===== src/hdl/ewp_pkg.sv =====
// Constants, types and carriers for the EEPROM page-write host controller
// What this block does
// - Next page byte within 30 us
// - Reset high 10 ms after last data
// - Three unlock bytes precede each protected write
// - Six writes cancel software protection
// - Internal write ends within 10 ms
// - Wait write start time before polling
// - Byte loads spaced 0.95 to 30 us
// - Hold data latch time per byte
// - Wait 200 us after reset release
// - At most one die select low
package ewp_pkg;

    // Clock and timing figures, slowest grade
    localparam int CLK_NS      = 50;
    localparam int T_WP_NS     = 350;
    localparam int T_DL_NS     = 400;
    localparam int BYTE_LOAD_SPACING_NS    = 950;
    localparam int T_ACC_NS    = 200;
    localparam int T_DW_NS     = 250;
    localparam int T_BL_US     = 200;
    localparam int T_RP_US     = 200;
    localparam int T_LOAD_US   = 30;
    localparam int T_WC_MS     = 10;
    localparam int SYNC_LAG    = 3;

    localparam int TMR_W = 18;
    typedef logic [TMR_W-1:0] ewp_tmr_type;

    // Least times round up, the load window rounds down
    localparam ewp_tmr_type C_WP   = ewp_tmr_type'((T_WP_NS + CLK_NS - 1) / CLK_NS);
    localparam ewp_tmr_type C_DL   = ewp_tmr_type'((T_DL_NS + CLK_NS - 1) / CLK_NS);
    localparam ewp_tmr_type C_GAP  = ewp_tmr_type'((BYTE_LOAD_SPACING_NS + CLK_NS - 1) / CLK_NS
                                     - (T_WP_NS + CLK_NS - 1) / CLK_NS
                                     - (T_DL_NS + CLK_NS - 1) / CLK_NS);
    localparam ewp_tmr_type C_RD   = ewp_tmr_type'((T_ACC_NS + CLK_NS - 1) / CLK_NS
                                     + SYNC_LAG);
    localparam ewp_tmr_type C_DW   = ewp_tmr_type'((T_DW_NS + CLK_NS - 1) / CLK_NS);
    localparam ewp_tmr_type C_BL   = ewp_tmr_type'((T_BL_US * 1000 + CLK_NS - 1) / CLK_NS);
    localparam ewp_tmr_type C_RP   = ewp_tmr_type'((T_RP_US * 1000 + CLK_NS - 1) / CLK_NS);
    localparam ewp_tmr_type C_LOAD = ewp_tmr_type'((T_LOAD_US * 1000) / CLK_NS);
    localparam int          WC_DEF = T_WC_MS * 1000000 / CLK_NS;
    localparam ewp_tmr_type TMR_ONE = ewp_tmr_type'(1);

    // Register byte offsets
    localparam logic [7:0] REG_CFG    = 8'h00;
    localparam logic [7:0] REG_ADDR   = 8'h04;
    localparam logic [7:0] REG_WDATA  = 8'h08;
    localparam logic [7:0] REG_CMD    = 8'h0c;
    localparam logic [7:0] REG_STATUS = 8'h10;
    localparam logic [7:0] REG_RDATA  = 8'h14;

    // Configuration fields
    localparam int CFG_SDP_BIT  = 0;
    localparam int CFG_RES_BIT  = 1;
    localparam int CFG_WAIT_LSB = 2;
    localparam logic [1:0] WAIT_TIMER = 2'h0;
    localparam logic [1:0] WAIT_POLL  = 2'h1;
    localparam logic [1:0] WAIT_RDY   = 2'h2;

    // Status fields
    localparam int ST_BUSY    = 0;
    localparam int ST_DONE    = 1;
    localparam int ST_REFUSED = 2;
    localparam int ST_LATE    = 3;
    localparam int ST_RDY     = 4;
    localparam int ST_RES_OK  = 5;
    localparam int ST_PAGE    = 6;
    localparam int ST_TIMEOUT = 7;

    // Commands
    localparam logic [2:0] CMD_LOAD   = 3'h1;
    localparam logic [2:0] CMD_COMMIT = 3'h2;
    localparam logic [2:0] CMD_READ   = 3'h3;
    localparam logic [2:0] CMD_CANCEL = 3'h4;

    // Protection sequence words
    localparam logic [16:0] A_5555 = 17'h05555;
    localparam logic [16:0] A_2AAA = 17'h02aaa;
    localparam logic [7:0]  D_AA   = 8'haa;
    localparam logic [7:0]  D_55   = 8'h55;
    localparam logic [7:0]  D_80   = 8'h80;
    localparam logic [7:0]  D_20   = 8'h20;
    localparam logic [2:0]  IDX_USER = 3'h3;
    localparam logic [2:0]  IDX_LAST_CANCEL = 3'h5;
    localparam int          PAGE_BITS = 7;

    typedef enum logic [3:0] {
        ST_IDLE   = 4'h0,
        ST_SETUP  = 4'h1,
        ST_STROBE = 4'h3,
        ST_LATCH  = 4'h2,
        ST_GAP    = 4'h6,
        ST_WIN    = 4'h7,
        ST_WSTART = 4'h5,
        ST_WDONE  = 4'h4,
        ST_RACC   = 4'hc,
        ST_RDONE  = 4'hd
    } ewp_state_type;

    typedef enum logic [2:0] {
        OP_NONE, OP_LOAD, OP_CANCEL, OP_READ, OP_POLL
    } ewp_op_type;

    // Pins driven toward the memory module
    typedef struct packed {
        logic [16:0] addr;
        logic [3:0]  die_select_n;
        logic        oe_n;
        logic        we_n;
        logic        write_protect_reset_n;
        logic [7:0]  dout;
        logic [7:0]  doe;
    } ewp_pin_type;

endpackage


===== src/hdl/ewp_ctrl.sv =====
// Host controller that loads, programs and polls the parallel EEPROM module
`timescale 1ns/1ps
module ewp_ctrl #(
    parameter int         WC_CYCLES  = ewp_pkg::WC_DEF, // Longest write cycle, clocks
    parameter logic [7:0] UNLOCK_CMD = 8'ha0            // Third unlock byte
) (
    input  wire  logic                 hclk,          // Bus clock, 20 MHz
    input  wire  logic                 hresetn,       // Async reset, active low
    input  wire  logic                 hsel,          // Slave select
    input  wire  logic [31:0]          haddr,         // Byte address
    input  wire  logic [1:0]           htrans,        // Transfer type
    input  wire  logic                 hwrite,        // Write when high
    input  wire  logic [2:0]           hsize,         // Word only
    input  wire  logic [31:0]          hwdata,        // Write data
    input  wire  logic                 hready,        // Bus ready
    output logic                       hreadyout,     // Always ready
    output logic                       hresp,         // Always OKAY
    output logic [31:0]                hrdata,        // Read data
    output ewp_pkg::ewp_pin_type       pins,          // Memory-side pins
    input  wire  logic [7:0]           data_in,       // Data lines in
    input  wire  logic                 rdy_busy_in    // Pulled-up busy line
);
    import ewp_pkg::*;

    ewp_state_type state_r, state_nxt;
    ewp_op_type    op_r, op_nxt;
    ewp_tmr_type   tmr_r, tmr_nxt;
    ewp_tmr_type   wc_r, wc_nxt;
    ewp_tmr_type   hold_r, rp_r, gap_r;
    ewp_pin_type   pins_r, pins_nxt;
    logic [2:0]    idx_r, idx_nxt;
    logic [3:0]    cfg_r;
    logic [18:0]   addr_r;
    logic [7:0]    wdata_r, rdata_r, rdata_nxt;
    logic          last_b7_r, last_b7_nxt;
    logic          page_r, page_nxt;
    logic          done_r, refused_r, late_r, tmo_r;
    logic [7:0]    din_meta_r, din_sync_r;
    logic          rdy_meta_r, rdy_sync_r;
    logic          dp_wr_r;
    logic [7:0]    dp_addr_r;
    logic [31:0]   hrdata_r;

    // Bus decode
    wire         ap_valid  = hsel & hready & htrans[1];
    wire  [7:0]  ap_addr   = {haddr[7:2], 2'b00};
    wire         busy      = (state_r != ST_IDLE);
    wire         wr_cfg    = dp_wr_r & (dp_addr_r == REG_CFG);
    wire         wr_addr   = dp_wr_r & (dp_addr_r == REG_ADDR);
    wire         wr_wdata  = dp_wr_r & (dp_addr_r == REG_WDATA);
    wire         wr_cmd    = dp_wr_r & (dp_addr_r == REG_CMD);
    wire         wr_status = dp_wr_r & (dp_addr_r == REG_STATUS);
    wire  [2:0]  cmd       = hwdata[2:0];
    wire  [1:0]  wait_mode = cfg_r[CFG_WAIT_LSB +: 2];
    wire         sdp_en    = cfg_r[CFG_SDP_BIT];
    wire         res_pin   = cfg_r[CFG_RES_BIT] | (hold_r != '0);
    wire         res_ok    = res_pin & (rp_r == '0);
    wire         cmd_ok    = wr_cmd & ~busy & res_ok;
    wire         cmd_bad   = (wr_cmd & (busy | ~res_ok))
                             | ((wr_addr | wr_wdata) & busy);
    wire         win_lost  = (state_r == ST_IDLE) & page_r & (gap_r == '0);
    wire         byte_done = (state_r == ST_LATCH) & (tmr_r == TMR_ONE);
    wire         op_done;

    // One-hot active-low select; only one die is ever picked
    wire  [3:0]  die_n     = ~(4'h1 << addr_r[18:17]);

    // Status word seen by software
    wire  [7:0]  status_w  = {tmo_r, page_r, res_ok, rdy_sync_r, late_r,
                              refused_r, done_r, busy};

    // Unlock and cancel words, then the user byte at index three
    function automatic logic [24:0] seq_word(input ewp_op_type op,
                                             input logic [2:0] idx,
                                             input logic [16:0] ua,
                                             input logic [7:0] ud,
                                             input logic [7:0] unl);
        logic [24:0] w;
        w = {ua, ud};
        unique case (idx)
            3'h0: w = {A_5555, D_AA};
            3'h1: w = {A_2AAA, D_55};
            3'h2: w = (op == OP_CANCEL) ? {A_5555, D_80} : {A_5555, unl};
            3'h3: w = (op == OP_CANCEL) ? {A_5555, D_AA} : {ua, ud};
            3'h4: w = {A_2AAA, D_55};
            3'h5: w = {A_5555, D_20};
            default: w = {ua, ud};
        endcase
        return w;
    endfunction

    wire  [24:0] cur_word = seq_word(op_r, idx_r, addr_r[16:0], wdata_r, UNLOCK_CMD);
    wire         seq_end  = (op_r == OP_CANCEL) ? (idx_r == IDX_LAST_CANCEL)
                                                : (idx_r == IDX_USER);
    assign op_done = (state_nxt == ST_IDLE) & busy & (op_r != OP_LOAD || page_nxt);

    // Sequencer: next state, timers and pin levels
    always_comb begin
        state_nxt   = state_r;
        op_nxt      = op_r;
        tmr_nxt     = (tmr_r != '0) ? tmr_r - TMR_ONE : tmr_r;
        wc_nxt      = (wc_r != '0) ? wc_r - TMR_ONE : wc_r;
        idx_nxt     = idx_r;
        page_nxt    = page_r;
        rdata_nxt   = rdata_r;
        last_b7_nxt = last_b7_r;
        pins_nxt.addr                  = addr_r[16:0];
        pins_nxt.die_select_n          = 4'hf;
        pins_nxt.oe_n                  = 1'b1;
        pins_nxt.we_n                  = 1'b1;
        pins_nxt.write_protect_reset_n = res_pin;
        pins_nxt.dout                  = cur_word[7:0];
        pins_nxt.doe                   = 8'h00;
        unique case (state_r)
            ST_IDLE: begin
                if (win_lost) begin
                    // Host missed the load window; the device commits on its own
                    page_nxt  = 1'b0;
                    state_nxt = ST_WIN;
                    tmr_nxt   = C_BL;
                end else if (cmd_ok && cmd == CMD_LOAD) begin
                    op_nxt    = OP_LOAD;
                    idx_nxt   = (sdp_en && !page_r) ? 3'h0 : IDX_USER;
                    state_nxt = ST_SETUP;
                end else if (cmd_ok && cmd == CMD_CANCEL) begin
                    op_nxt    = OP_CANCEL;
                    idx_nxt   = 3'h0;
                    state_nxt = ST_SETUP;
                end else if (cmd_ok && cmd == CMD_READ) begin
                    op_nxt    = OP_READ;
                    state_nxt = ST_RACC;
                    tmr_nxt   = C_RD;
                end else if (cmd_ok && cmd == CMD_COMMIT && page_r) begin
                    // Leaving both strobes high lets the device start its write
                    page_nxt  = 1'b0;
                    state_nxt = ST_WIN;
                    tmr_nxt   = C_BL;
                end
            end
            ST_SETUP: begin
                // Select and address settle before the write strobe falls
                pins_nxt.addr         = cur_word[24:8];
                pins_nxt.die_select_n = die_n;
                pins_nxt.doe          = 8'hff;
                state_nxt             = ST_STROBE;
                tmr_nxt               = C_WP;
            end
            ST_STROBE: begin
                pins_nxt.addr         = cur_word[24:8];
                pins_nxt.die_select_n = die_n;
                pins_nxt.we_n         = 1'b0;
                pins_nxt.doe          = 8'hff;
                if (tmr_r == TMR_ONE) begin
                    state_nxt = ST_LATCH;
                    tmr_nxt   = C_DL;
                end
            end
            ST_LATCH: begin
                // Data stays driven past the rising strobe for the latch time
                pins_nxt.addr         = cur_word[24:8];
                pins_nxt.die_select_n = die_n;
                pins_nxt.doe          = 8'hff;
                if (tmr_r == TMR_ONE) begin
                    state_nxt = ST_GAP;
                    tmr_nxt   = C_GAP;
                end
            end
            ST_GAP: begin
                if (tmr_r <= TMR_ONE) begin
                    if (!seq_end) begin
                        idx_nxt   = idx_r + 3'h1;
                        state_nxt = ST_SETUP;
                    end else if (op_r == OP_LOAD) begin
                        page_nxt    = 1'b1;
                        last_b7_nxt = wdata_r[7];
                        state_nxt   = ST_IDLE;
                    end else begin
                        // Cancel writes program nothing; only the window is waited
                        state_nxt = ST_WIN;
                        tmr_nxt   = C_BL;
                    end
                end
            end
            ST_WIN: begin
                if (tmr_r <= TMR_ONE) begin
                    state_nxt = (op_r == OP_CANCEL) ? ST_IDLE : ST_WSTART;
                    tmr_nxt   = C_DW;
                end
            end
            ST_WSTART: begin
                if (tmr_r <= TMR_ONE) begin
                    state_nxt = ST_WDONE;
                    wc_nxt    = ewp_tmr_type'(WC_CYCLES);
                end
            end
            ST_WDONE: begin
                if (wc_r == '0) begin
                    state_nxt = ST_IDLE;
                end else if (wait_mode == WAIT_RDY && rdy_sync_r) begin
                    state_nxt = ST_IDLE;
                end else if (wait_mode == WAIT_POLL) begin
                    op_nxt    = OP_POLL;
                    state_nxt = ST_RACC;
                    tmr_nxt   = C_RD;
                end
            end
            ST_RACC: begin
                pins_nxt.die_select_n = die_n;
                pins_nxt.oe_n         = 1'b0;
                if (tmr_r <= TMR_ONE) begin
                    state_nxt = ST_RDONE;
                end
            end
            ST_RDONE: begin
                // Latch the synchronised read data; a poll goes back to waiting while bit 7 still differs
                rdata_nxt = din_sync_r;
                if (op_r == OP_POLL && din_sync_r[7] != last_b7_r) begin
                    state_nxt = ST_WDONE;
                end else begin
                    state_nxt = ST_IDLE;
                end
            end
            default: begin
                state_nxt = ST_IDLE;
            end
        endcase
    end

    // Sequencer registers; pins leave flops so no strobe can glitch
    always_ff @(posedge hclk or negedge hresetn) begin
        if (!hresetn) begin
            state_r   <= ST_IDLE;
            op_r      <= OP_NONE;
            tmr_r     <= '0;
            wc_r      <= '0;
            idx_r     <= 3'h0;
            page_r    <= 1'b0;
            rdata_r   <= 8'h00;
            last_b7_r <= 1'b0;
            pins_r    <= '{addr: 17'h00000, die_select_n: 4'hf, oe_n: 1'b1, we_n: 1'b1,
                           write_protect_reset_n: 1'b0, dout: 8'h00, doe: 8'h00};
        end else begin
            state_r   <= state_nxt;
            op_r      <= op_nxt;
            tmr_r     <= tmr_nxt;
            wc_r      <= wc_nxt;
            idx_r     <= idx_nxt;
            page_r    <= page_nxt;
            rdata_r   <= rdata_nxt;
            last_b7_r <= last_b7_nxt;
            pins_r    <= pins_nxt;
        end
    end

    // Reset-pin hold after data, release wait, and page window timers
    always_ff @(posedge hclk or negedge hresetn) begin
        if (!hresetn) begin
            hold_r <= '0;
            rp_r   <= C_RP;
            gap_r  <= '0;
        end else begin
            hold_r <= byte_done ? ewp_tmr_type'(WC_CYCLES)
                                : ((hold_r != '0) ? hold_r - TMR_ONE : hold_r);
            rp_r   <= !res_pin ? C_RP : ((rp_r != '0) ? rp_r - TMR_ONE : rp_r);
            gap_r  <= byte_done ? C_LOAD : ((gap_r != '0) ? gap_r - TMR_ONE : gap_r);
        end
    end

    // Two-flop synchronisers for the pins coming back
    always_ff @(posedge hclk or negedge hresetn) begin
        if (!hresetn) begin
            din_meta_r <= 8'h00;
            din_sync_r <= 8'h00;
            rdy_meta_r <= 1'b1;
            rdy_sync_r <= 1'b1;
        end else begin
            din_meta_r <= data_in;
            din_sync_r <= din_meta_r;
            rdy_meta_r <= rdy_busy_in;
            rdy_sync_r <= rdy_meta_r;
        end
    end

    // Bus address phase and read data; reads answer with zero wait
    always_ff @(posedge hclk or negedge hresetn) begin
        if (!hresetn) begin
            dp_wr_r   <= 1'b0;
            dp_addr_r <= 8'h00;
            hrdata_r  <= 32'h00000000;
        end else begin
            dp_wr_r   <= ap_valid & hwrite;
            dp_addr_r <= ap_addr;
            if (ap_valid && !hwrite) begin
                unique case (ap_addr)
                    REG_CFG:    hrdata_r <= {28'h0000000, cfg_r};
                    REG_ADDR:   hrdata_r <= {13'h0000, addr_r};
                    REG_WDATA:  hrdata_r <= {24'h000000, wdata_r};
                    REG_STATUS: hrdata_r <= {24'h000000, status_w};
                    REG_RDATA:  hrdata_r <= {24'h000000, rdata_r};
                    default:    hrdata_r <= 32'h00000000;
                endcase
            end
        end
    end

    // Software registers; address and data refused while a sequence runs
    always_ff @(posedge hclk or negedge hresetn) begin
        if (!hresetn) begin
            cfg_r   <= 4'h0;
            addr_r  <= 19'h00000;
            wdata_r <= 8'h00;
        end else begin
            if (wr_cfg) begin
                cfg_r <= hwdata[3:0];
            end
            if (wr_addr && !busy) begin
                addr_r <= hwdata[18:0];
            end
            if (wr_wdata && !busy) begin
                wdata_r <= hwdata[7:0];
            end
        end
    end

    // Sticky flags: a new event beats a clear in the same cycle
    always_ff @(posedge hclk or negedge hresetn) begin
        if (!hresetn) begin
            done_r    <= 1'b0;
            refused_r <= 1'b0;
            late_r    <= 1'b0;
            tmo_r     <= 1'b0;
        end else begin
            done_r    <= op_done | (done_r & ~(wr_status & hwdata[ST_DONE]));
            refused_r <= cmd_bad | (refused_r & ~(wr_status & hwdata[ST_REFUSED]));
            late_r    <= win_lost | (late_r & ~(wr_status & hwdata[ST_LATE]));
            tmo_r     <= (state_r == ST_WDONE && wc_r == '0 && wait_mode != WAIT_TIMER)
                         | (tmo_r & ~(wr_status & hwdata[ST_TIMEOUT]));
        end
    end

    assign hreadyout = 1'b1;
    assign hresp     = 1'b0;
    assign hrdata    = hrdata_r;
    assign pins      = pins_r;

endmodule


===== config.mk =====
export PLATFORM = sky130hd
export DESIGN_NAME = ewp_ctrl
export DESIGN_NICKNAME = d
export VERILOG_FILES = /design/src/hdl/ewp_pkg.sv /design/src/hdl/ewp_ctrl.sv
export SDC_FILE = /design/constraint.sdc
export NUM_CORES = 1
export LEC_CHECK = 0
export BUFFER_PORTS_ARGS = -buffer_cell sky130_fd_sc_hd__buf_2
export CORE_MARGIN = 2
export CORE_UTILIZATION = 50
export DETAILED_ROUTE_END_ITERATION = 6
export HOLD_SLACK_MARGIN = 0.02
export PLACE_DENSITY = 0.72
export SYNTH_ARGS = -nofsm -noshare
export SYNTH_HDL_FRONTEND = slang
export SYNTH_SLANG_ARGS = --single-unit

===== constraint.sdc =====
create_clock -name hclk -period 3.6 [get_ports hclk]
set_input_delay 0.72 -clock hclk [delete_from_list [all_inputs] [get_ports hclk]]
set_output_delay 0.72 -clock hclk [all_outputs]
set_load 0.05 [all_outputs]

Yosys cells after proc, flatten, opt, wreduce, memory -nomap -nowiden
Cells that the tools add are included.
{ "op_classes": {"reduce_logical": 42, "n_shift": 1, "bitwise": 41, "add_sub_neg": 6, "n_div": 0, "eq_ne": 43, "n_mux": 78, "n_lt_le_gt_ge": 1, "mul": 0} }
{ "op_table": {"columns": ["operator", "n"], "rows": [
  ["$mux W18", 24],
  ["$pmux W18 S7", 1],
  ["$pmux W25 S5", 1],
  ["$pmux W19 S5", 1],
  ["$reduce_bool A18 Y1", 5],
  ["$sub A18 B1 Y18 const B", 5],
  ["$mux W4", 15],
  ["$logic_not A18 Y1", 3],
  ["$mux W3", 16],
  ["$pmux W4 S10", 1],
  ["$and A1 B1 Y1", 26],
  ["$mux W25", 1],
  ["$eq A18 B1 Y1 const B", 1],
  ["$eq A6 B2 Y1 const B", 3],
  ["$eq A6 B3 Y1 const B", 3],
  ["$le A18 B1 Y1 const B", 1],
  ["$mux W17", 1],
  ["$eq A4 B3 Y1 const B", 4],
  ["$logic_not A8 Y1", 2],
  ["$eq A3 B2 Y1 const B", 5],
  ["$logic_and A1 B1 Y1", 13],
  ["$eq A3 B3 Y1 const B", 4],
  ["$eq A6 B1 Y1 const B", 2],
  ["$ne A2 B2 Y1 const B", 6],
  ["33 further kinds", 68]
]} }
{ "totals": {"rom_bits": 0, "reg_bits": 242, "input_bits": 83, "memories": 0, "latch_bits": 0, "ramBits": 0, "output_inout_bits": 74} }

Logic depth before layout (Yosys ltp)
Gate-level depths: netlist of the first run.
{ "depth": {"word_depth": 16, "mapped_depth": 11, "mapped_depth_nobuf": 9} }

Worst setup path before layout of the first run
OpenSTA, ideal clock, no wires.
{ "synth_timing": {"path_kind": "register -> register", "startpoint": "register tmr_r[3]", "endpoint": "register tmr_r[3]", "synth_period_minus_slack_ns": 3.091, "t_required_ns": 3.463, "setup_time_ns": 0.137, "arrival_ns": 2.954, "n_path_buf": 2, "setup_slack_ns": 0.509, "path_stages_with_launch": 10, "path_cell_list": "dfrtp_1 > or4_1 > or3_1 > buf_2 > or3_1 > clkbuf_2 > and3_1 > or4_4 > a221oi_4 > o22ai_1"} }
{ "synth_via": {"elab_chain_cells": 8} }
{ "synth_rtl": {"columns": ["element", "line", "text"], "rows": [
  ["from (decl)", "ewp_ctrl.sv:27", "ewp_tmr_type tmr_r, tmr_nxt;"],
  ["from (signal assigned)", "ewp_ctrl.sv:245", "tmr_r <= tmr_nxt;"],
  ["$sub A18 B1 Y18 / $reduce_bool A18 Y1 (equally long branches)", "ewp_ctrl.sv:101", "tmr_nxt = (tmr_r != '0) ? tmr_r - TMR_ONE : tmr_r;"],
  ["$mux W18", "ewp_ctrl.sv:101", null],
  ["$mux W18", "ewp_ctrl.sv:133", "end else if (cmd_ok && cmd == CMD_COMMIT && page_r) begin"],
  ["$mux W18", "ewp_ctrl.sv:129", "end else if (cmd_ok && cmd == CMD_READ) begin"],
  ["$mux W18", "ewp_ctrl.sv:125", "end else if (cmd_ok && cmd == CMD_CANCEL) begin"],
  ["$mux W18", "ewp_ctrl.sv:121", "end else if (cmd_ok && cmd == CMD_LOAD) begin"],
  ["$mux W18", "ewp_ctrl.sv:116", "if (win_lost) begin"],
  ["$pmux W18 S7 *", "ewp_ctrl.sv:114", "unique case (state_r)"],
  ["named net tmr_nxt[3]", "ewp_ctrl.sv:27", null]
]} }
Mark *: on every way through the listed nets, which the timed path passes. The rest lies on a longest branch.
A chain may end at the register's enable or synchronous reset.

Worst setup path after layout of the first run
{ "layout_timing": {"startpoint": "register tmr_r[10]", "endpoint": "register done_r"} }
{ "layout_via": {"elab_chain_cells": 7} }
{ "layout_rtl": {"columns": ["element", "line", "text"], "rows": [
  ["$le A18 B1 Y1 / $eq A18 B1 Y1 (equally long branches)", null, null],
  ["$mux W4 (tied with other cells)", "ewp_ctrl.sv:210", "if (tmr_r <= TMR_ONE) begin"],
  ["$pmux W4 S10", "ewp_ctrl.sv:114", null],
  ["$logic_not A4 Y1", "ewp_ctrl.sv:95", "assign op_done = (state_nxt == ST_IDLE) & busy & (op_r != OP_LOAD || page_nxt);"],
  ["$and A1 B1 Y1", "ewp_ctrl.sv:95", null],
  ["$and A1 B1 Y1 *", "ewp_ctrl.sv:95", null],
  ["$or A1 B1 Y1 *", "ewp_ctrl.sv:333", "done_r <= op_done | (done_r & ~(wr_status & hwdata[ST_DONE]));"],
  ["to (signal assigned)", "ewp_ctrl.sv:333", null],
  ["to (decl)", "ewp_ctrl.sv:37", "logic done_r, refused_r, late_r, tmo_r;"]
]} }
Mark *: on every way between the ends. The rest lies on a longest branch, timed or not.

==> flow_metrics.tcl, run 1 <==
set metrics [dict create \
    clock_power_share_pct 46.1 \
    power_density_mw_per_mm2 452 \
    fp.dieW_um 149 \
    final_cell_area_sq_mm 0.0121 \
    maxCapViolations 0 \
    post_dp_cell_area_sq_mm 0.0113 \
    syn_area_per_cell_sq_um 10.2 \
    sw_frac_of_total_pct 23.6 \
    drtAntennaViolNets 0 \
    clock-sinks 222 \
    crit_buf_inv 2 \
    cts_max_level 1 \
    status "finished clean" \
    path_class "reg2reg" \
    period_share_pct 91.1 \
    cts.reportedPaths.clkPinSlew_ns 0.06 \
    finalWirelength_um 23500 \
    cp_cell_sequence "or4_1 > or3_1 > or3_1 > buf_4 > or4_1 > buf_4 > nand3_1 > nor2_1 > a41o_1" \
    reg2reg_depth 9 \
    combPwrFrac_pct 6.6 \
    hpwl_um 16500 \
    switchingPower_uw 1290 \
    relSlewSlack_pct 43.0 \
    dr.first_iter.drc_count 661 \
    synth.distinct_cells 72 \
    maxSlewViolCount 0 \
    drcViolationCount 0 \
    syn-cell-area_sq_mm 0.0104 \
    endpoint_kind "register" \
    synth_seq_cells 222 \
    seq_area_frac_synth_pct 53.3 \
    area_delta_synth_final_pct 16.1 \
    nets 1230 \
    worst_slack_ns 0.319 \
    std_cell_rows 52 \
    syn_inst 1023 \
    fmax_mhz 305 \
    crit_cells 9 \
    peakVddDrop_mv 0.377 \
    first_global_vias 7606 \
    dp_worst_setup_slack_ns 0.318 \
    setup_viol 0 \
    mostFrequentLayoutCells "dfrtp_1, nor2_1, nand2_1" \
    yosysWarnings 0 \
    vias 7995 \
    cp_slowest_cell "or4_1" \
    p_int_uw 4190 \
    cts_setup_buffers 0 \
    finalCriticalPeriod_ns 3.28 \
    start_util_pct 51.3 \
    synth_edf_count 0 \
    holdWs_ns 0.182 \
    cts-resized-gates 0 \
    cts_buffers 24 \
    fp.coreArea_sq_mm 0.0204 \
    seqPwrFrac_pct 47.4 \
    die_h_um 149 \
    rsz0062_at_grt "false" \
    clock-root-buffer "clkbuf_16" \
    p_leak_uw 0.00588 \
    grtUsageTotal_pct 21.3 \
    setup_tns_ns 0 \
    crit_path_max_incr_delay_ns 0.60 \
    required_ns 4.01 \
    gp_congestion 0.942 \
    drt-pass1-iter-count 5 \
    ys.flop_type "dfrtp_1" \
    diodes 0 \
    viasPerCell 5.62 \
    clockBufferDepth 3 \
    reg2reg_slack_ns 0.32 \
    synthArstFlopShare_pct 100 \
    finalClockSkew_ns 0.0146 \
    grt_first_pass_wirelength_um 38500 \
    hold_viol 0 \
    worst_pin_slew_ns 0.855 \
    post_drt_wl_per_cell_um 16.5 \
    fin_util_pct 59.6 \
    antenna_found_initial 0 \
    clock_latency_ns 0.52 \
    grt_overflow 0 \
    cts_hold_buf 0 \
    io_pins 157 \
    arrival_ns 3.69 \
    path_max_fanout 10 \
    hold_class "in2async" \
    start_kind "register" \
    cts_tree "yes" \
    final_layout_size_suffix_gt1_share_pct 20.6 \
    final_common_cell "dfrtp_1" \
    cpLargestDelayFamily "simple AND/OR/NAND/NOR gates" \
    grt_max_degree 94 \
    die_area_sq_mm 0.0221 \
    port_buffers 98 \
]
==> cell families after synthesis <==
logic type | count (synthesis) | share of synthesized area (%)
buffers and inverters | 84 | 3.86
AO/OA/AOI/OAI | 165 | 10.9
XOR/XNOR | 58 | 4.86
other | 2 | 0.0719
flip-flops | 222 | 53.3
AND/OR/NAND/NOR | 434 | 20.6
adder cells (fa/ha/maj) | 14 | 1.65
multiplexers | 44 | 4.72
==> cell type report <==
cell class,instances,area (sq um)
Clock inverter,6,95.1
Tap cell,270,338
Fill cell,1724,8240
Inverter,29,109
Sequential cell,222,5570
Clock buffer,38,733
Multi-Input combinational cell,730,4540
Timing Repair Buffer,127,743
==> per-layer routing <==
layer / up-vias / GRT usage [%] / part of all wire, %
li1: 3806 / - / -
met1: 3880 / 30.2 / 45
met2: 255 / 34.2 / 47
met3: 54 / 3.13 / 5.4
met4: 0 / 6.81 / 2.7
met5: - / 0 / 0
==> final timing paths <==
kind                                from             to
setup reg to reg               tmr_r[10]         done_r
max in group asynchronous        hresetn       pins[14]
min in group hclk            rdy_busy_in     rdy_meta_r
hold reg to reg            din_meta_r[3]  din_sync_r[3]
setup / recovery               tmr_r[10]         done_r
hold / removal                   hresetn      gap_r[13]
==> synthesized netlist by cell type (all sizes together), types with 4 or more instances <==
cell,instances,area (sq um)
buf,30,199
o21ai,33,165
o31ai,8,60.1
a221oi,6,70.1
xnor2,34,298
or4,17,131
and2,10,62.6
nand3b,4,30.0
clkbuf,25,95.1
nor2b,12,75.1
or3,21,131
ha,13,163
nand4,10,62.6
a21o,22,165
nand2b,11,68.8
a222oi,4,40.0
and3,7,43.8
nand3,43,215
nand2,108,405
a31oi,8,50.1
a21oi,34,170
nor2,111,417
dfstp,14,368
xor2,24,210
nor3,44,231
nor3b,4,35.0
inv,29,109
o211ai,7,52.6
mux2,42,473
nor4,20,138
a22oi,4,30.0
dfrtp,208,5200
a22o,4,35.0
a211oi,4,35.0
==> power by group through the flow <==
stage / logic [uW] / registers (uW) / clock network, uW
finish: 360 / 2600 / 2530
global route: 391 / 2600 / 2670
CTS: 364 / 2600 / 2570
detailed placement: 363 / 2640 / 0
global placement: 359 / 2640 / 0
floorplan: 133 / 2730 / 0
==> state kept, by name, indices dropped and copies added, names as in the netlist, 18 cells and up <==
register	flops
pins	33
addr_r	19
hrdata	19
gap_r	18
hold_r	18
rp_r	18
tmr_r	18
wc_r	18
==> stage by stage <==
step | total power [uW] | cells
2_1_floorplan | 2870 | 1036
3_3_place_gp | 3000 | 1378
3_5_place_dp | 3000 | 1378
4_1_cts | 5530 | 1422
5_1_grt | 5670 | 1422
6_report | 5480 | 1422
(Power assumes the default switching activity.)
==> inputs of run 2 (changes only) <==
--- a/config.mk
+++ b/config.mk
@@ -6,11 +6,14 @@
 export NUM_CORES = 1
 export LEC_CHECK = 0
 export BUFFER_PORTS_ARGS = -buffer_cell sky130_fd_sc_hd__buf_2
+export CELL_PAD_IN_SITES_DETAIL_PLACEMENT = 1
+export CELL_PAD_IN_SITES_GLOBAL_PLACEMENT = 1
 export CORE_MARGIN = 2
-export CORE_UTILIZATION = 50
+export CORE_UTILIZATION = 46
+export CTS_BUF_LIST = sky130_fd_sc_hd__clkbuf_4 sky130_fd_sc_hd__clkbuf_8
 export DETAILED_ROUTE_END_ITERATION = 6
 export HOLD_SLACK_MARGIN = 0.02
-export PLACE_DENSITY = 0.72
+export PLACE_DENSITY = 0.83
 export SYNTH_ARGS = -nofsm -noshare
 export SYNTH_HDL_FRONTEND = slang
 export SYNTH_SLANG_ARGS = --single-unit
==> run 2 against run 1 <==
Power is 1.3% higher. Cell count is 3.2% higher. Fmax is 0.21% higher. Global-route usage is 2.3 points higher. Utilization is 5.0 points lower. Clock power is 2% higher. Sequential power hardly changed. Hold slack better by 0.0054 ns. Combinational power is 3% higher. Non-clock buffer count is 3 higher. Critical endpoint is now tmr_r[3].
==> flow_metrics.tcl, run 2 (same netlist as run 1, synthesis figures left out) <==
set metrics [dict create \
    combPwrFrac_pct 6.6 \
    worst_slack_ns 0.326 \
    start_kind "register" \
    holdWs_ns 0.187 \
    cts.reportedPaths.clkPinSlew_ns 0.06 \
    cp_slowest_cell "or4_1" \
    final_common_cell "dfrtp_1" \
    fill_cells 2502 \
    p_int_uw 4200 \
    hold_viol 0 \
    reg2reg_to "tmr_r[3]" \
    viasPerCell 5.68 \
    vias 8331 \
    final_cell_area_sq_mm 0.0122 \
    rsz0062_at_grt "false" \
    clockBufferDepth 3 \
    path_max_fanout 9 \
    sw_frac_of_total_pct 24.4 \
    seqPwrFrac_pct 46.8 \
    maxSlewViolCount 0 \
    switchingPower_uw 1350 \
    clock-sinks 222 \
    finalClockSkew_ns 0.0241 \
    dp.cells 1396 \
    crit_buf_inv 1 \
    cp_cell_sequence "or4_1 > and4bb_2 > nand3_1 > buf_4 > nor4_1 > o22ai_1 > a221oi_4 > o22ai_1" \
    final_layout_size_suffix_gt1_share_pct 23.1 \
    antenna_found_initial 0 \
    grt_max_degree 99 \
    hold_class "in2async" \
    peakVddDrop_mv 0.327 \
    grt_overflow 0 \
    drt-pass1-iter-count 5 \
    crit_top_cell "o22ai_1" \
    first_global_vias 8817 \
    gp_congestion 0.933 \
    maxCapViolations 0 \
    fmax_mhz 305 \
    p_leak_uw 0.00596 \
    cts_tree "yes" \
    std_cell_rows 55 \
    clock-root-buffer "clkbuf_8" \
    dr.first_iter.drc_count 515 \
    cts_max_level 2 \
    cts_setup_buffers 0 \
    mostFrequentLayoutCells "dfrtp_1, nor2_1, nand2_1" \
    start_util_pct 46.6 \
    drcViolationCount 0 \
    drtAntennaViolNets 0 \
    largest_reg_flops 33 \
    cts_hold_buf 0 \
    worst_pin_slew_ns 0.945 \
    reg2reg_depth 8 \
    required_ns 4.00 \
    grtUsageTotal_pct 23.6 \
    fp.coreArea_sq_mm 0.0224 \
    clock_power_share_pct 46.6 \
    setup_viol 0 \
    die_area_sq_mm 0.0239 \
    status "finished clean" \
    arrival_ns 3.67 \
    finalWirelength_um 27900 \
    io_pins 157 \
    fin_cells 1467 \
    diodes 0 \
    relSlewSlack_pct 37.0 \
    crit_path_max_incr_delay_ns 0.59 \
    cts-resized-gates 0 \
    finalCriticalPeriod_ns 3.27 \
    area_delta_synth_final_pct 17.1 \
    nets 1248 \
    grt_first_pass_wirelength_um 45800 \
    cts_buffers 39 \
    fp.dieW_um 155 \
    die_h_um 155 \
    endpoint_kind "register" \
    cpLargestDelayFamily "simple AND/OR/NAND/NOR gates" \
    post_dp_cell_area_sq_mm 0.0113 \
    dp_worst_setup_slack_ns 0.347 \
    power_density_mw_per_mm2 454 \
    hpwl_um 19500 \
    period_share_pct 90.9 \
    port_buffers 98 \
    post_drt_wl_per_cell_um 19.0 \
    setup_tns_ns 0 \
    path_class "reg2reg" \
    reg2reg_slack_ns 0.33 \
    r2r_start "rp_r[9]" \
    clock_latency_ns 0.54 \
]
-- run 2: cell count changes in the layout (fill, tap and decap cells not counted), sizes merged --
cell	before	now
clkinv	4	3
clkbuf	38	64
clkinvlp	0	1
buf	127	130
inv	29	30
-- run 2: area by class of cell --
| type | count | area (sq um) | area share [%] |
|---|---|---|---|
| well taps | 285 | 357 | 2.92 |
| repair buffers | 130 | 766 | 6.26 |
| multi-input cells | 730 | 4540 | 37.1 |
| flip-flops and latches | 222 | 5570 | 45.6 |
| clock buffers | 64 | 800 | 6.54 |
| inverters | 29 | 109 | 0.890 |
| clock inverters | 7 | 91.3 | 0.747 |
-- run 2: how the worst max path moves through the flow --
stage | from | end | slack (ns) | cells past startpoint
floorplan | tmr_r[3] | tmr_r[3] | 0.51 | 9
global placement | tmr_r[10] | tmr_r[3] | 0.39 | 7
detailed placement | tmr_r[10] | tmr_r[3] | 0.35 | 7
CTS | tmr_r[10] | tmr_r[3] | 0.33 | 7
global route | rp_r[9] | tmr_r[3] | 0.03 | 7
finish | rp_r[9] | tmr_r[3] | 0.33 | 8
-- run 2: metrics by stage --
stage	util, %	total power, uW
finish	54.5	5550
global route	54.5	5770
CTS	54.5	5630
detailed placement	50.6	3010
global placement	50.6	3000
floorplan	-	2870
-- run 2: per-layer routing --
metal  vias to the layer above  track usage (%)  wire (um)
li1                       3851                -          -
met1                      4206             31.2      12000
met2                       215             40.1      13900
met3                        59             3.84       1320
met4                         0             7.41        702
met5                         -                0          0
-- run 2: power by group through the flow --
stage               Combinational (uW)  Sequential [uW]  Clock (uW)
floorplan                          133             2730           0
global placement                   359             2640           0
detailed placement                 370             2640           0
CTS                                374             2600        2660
global route                       398             2600        2770
finish                             369             2600        2590
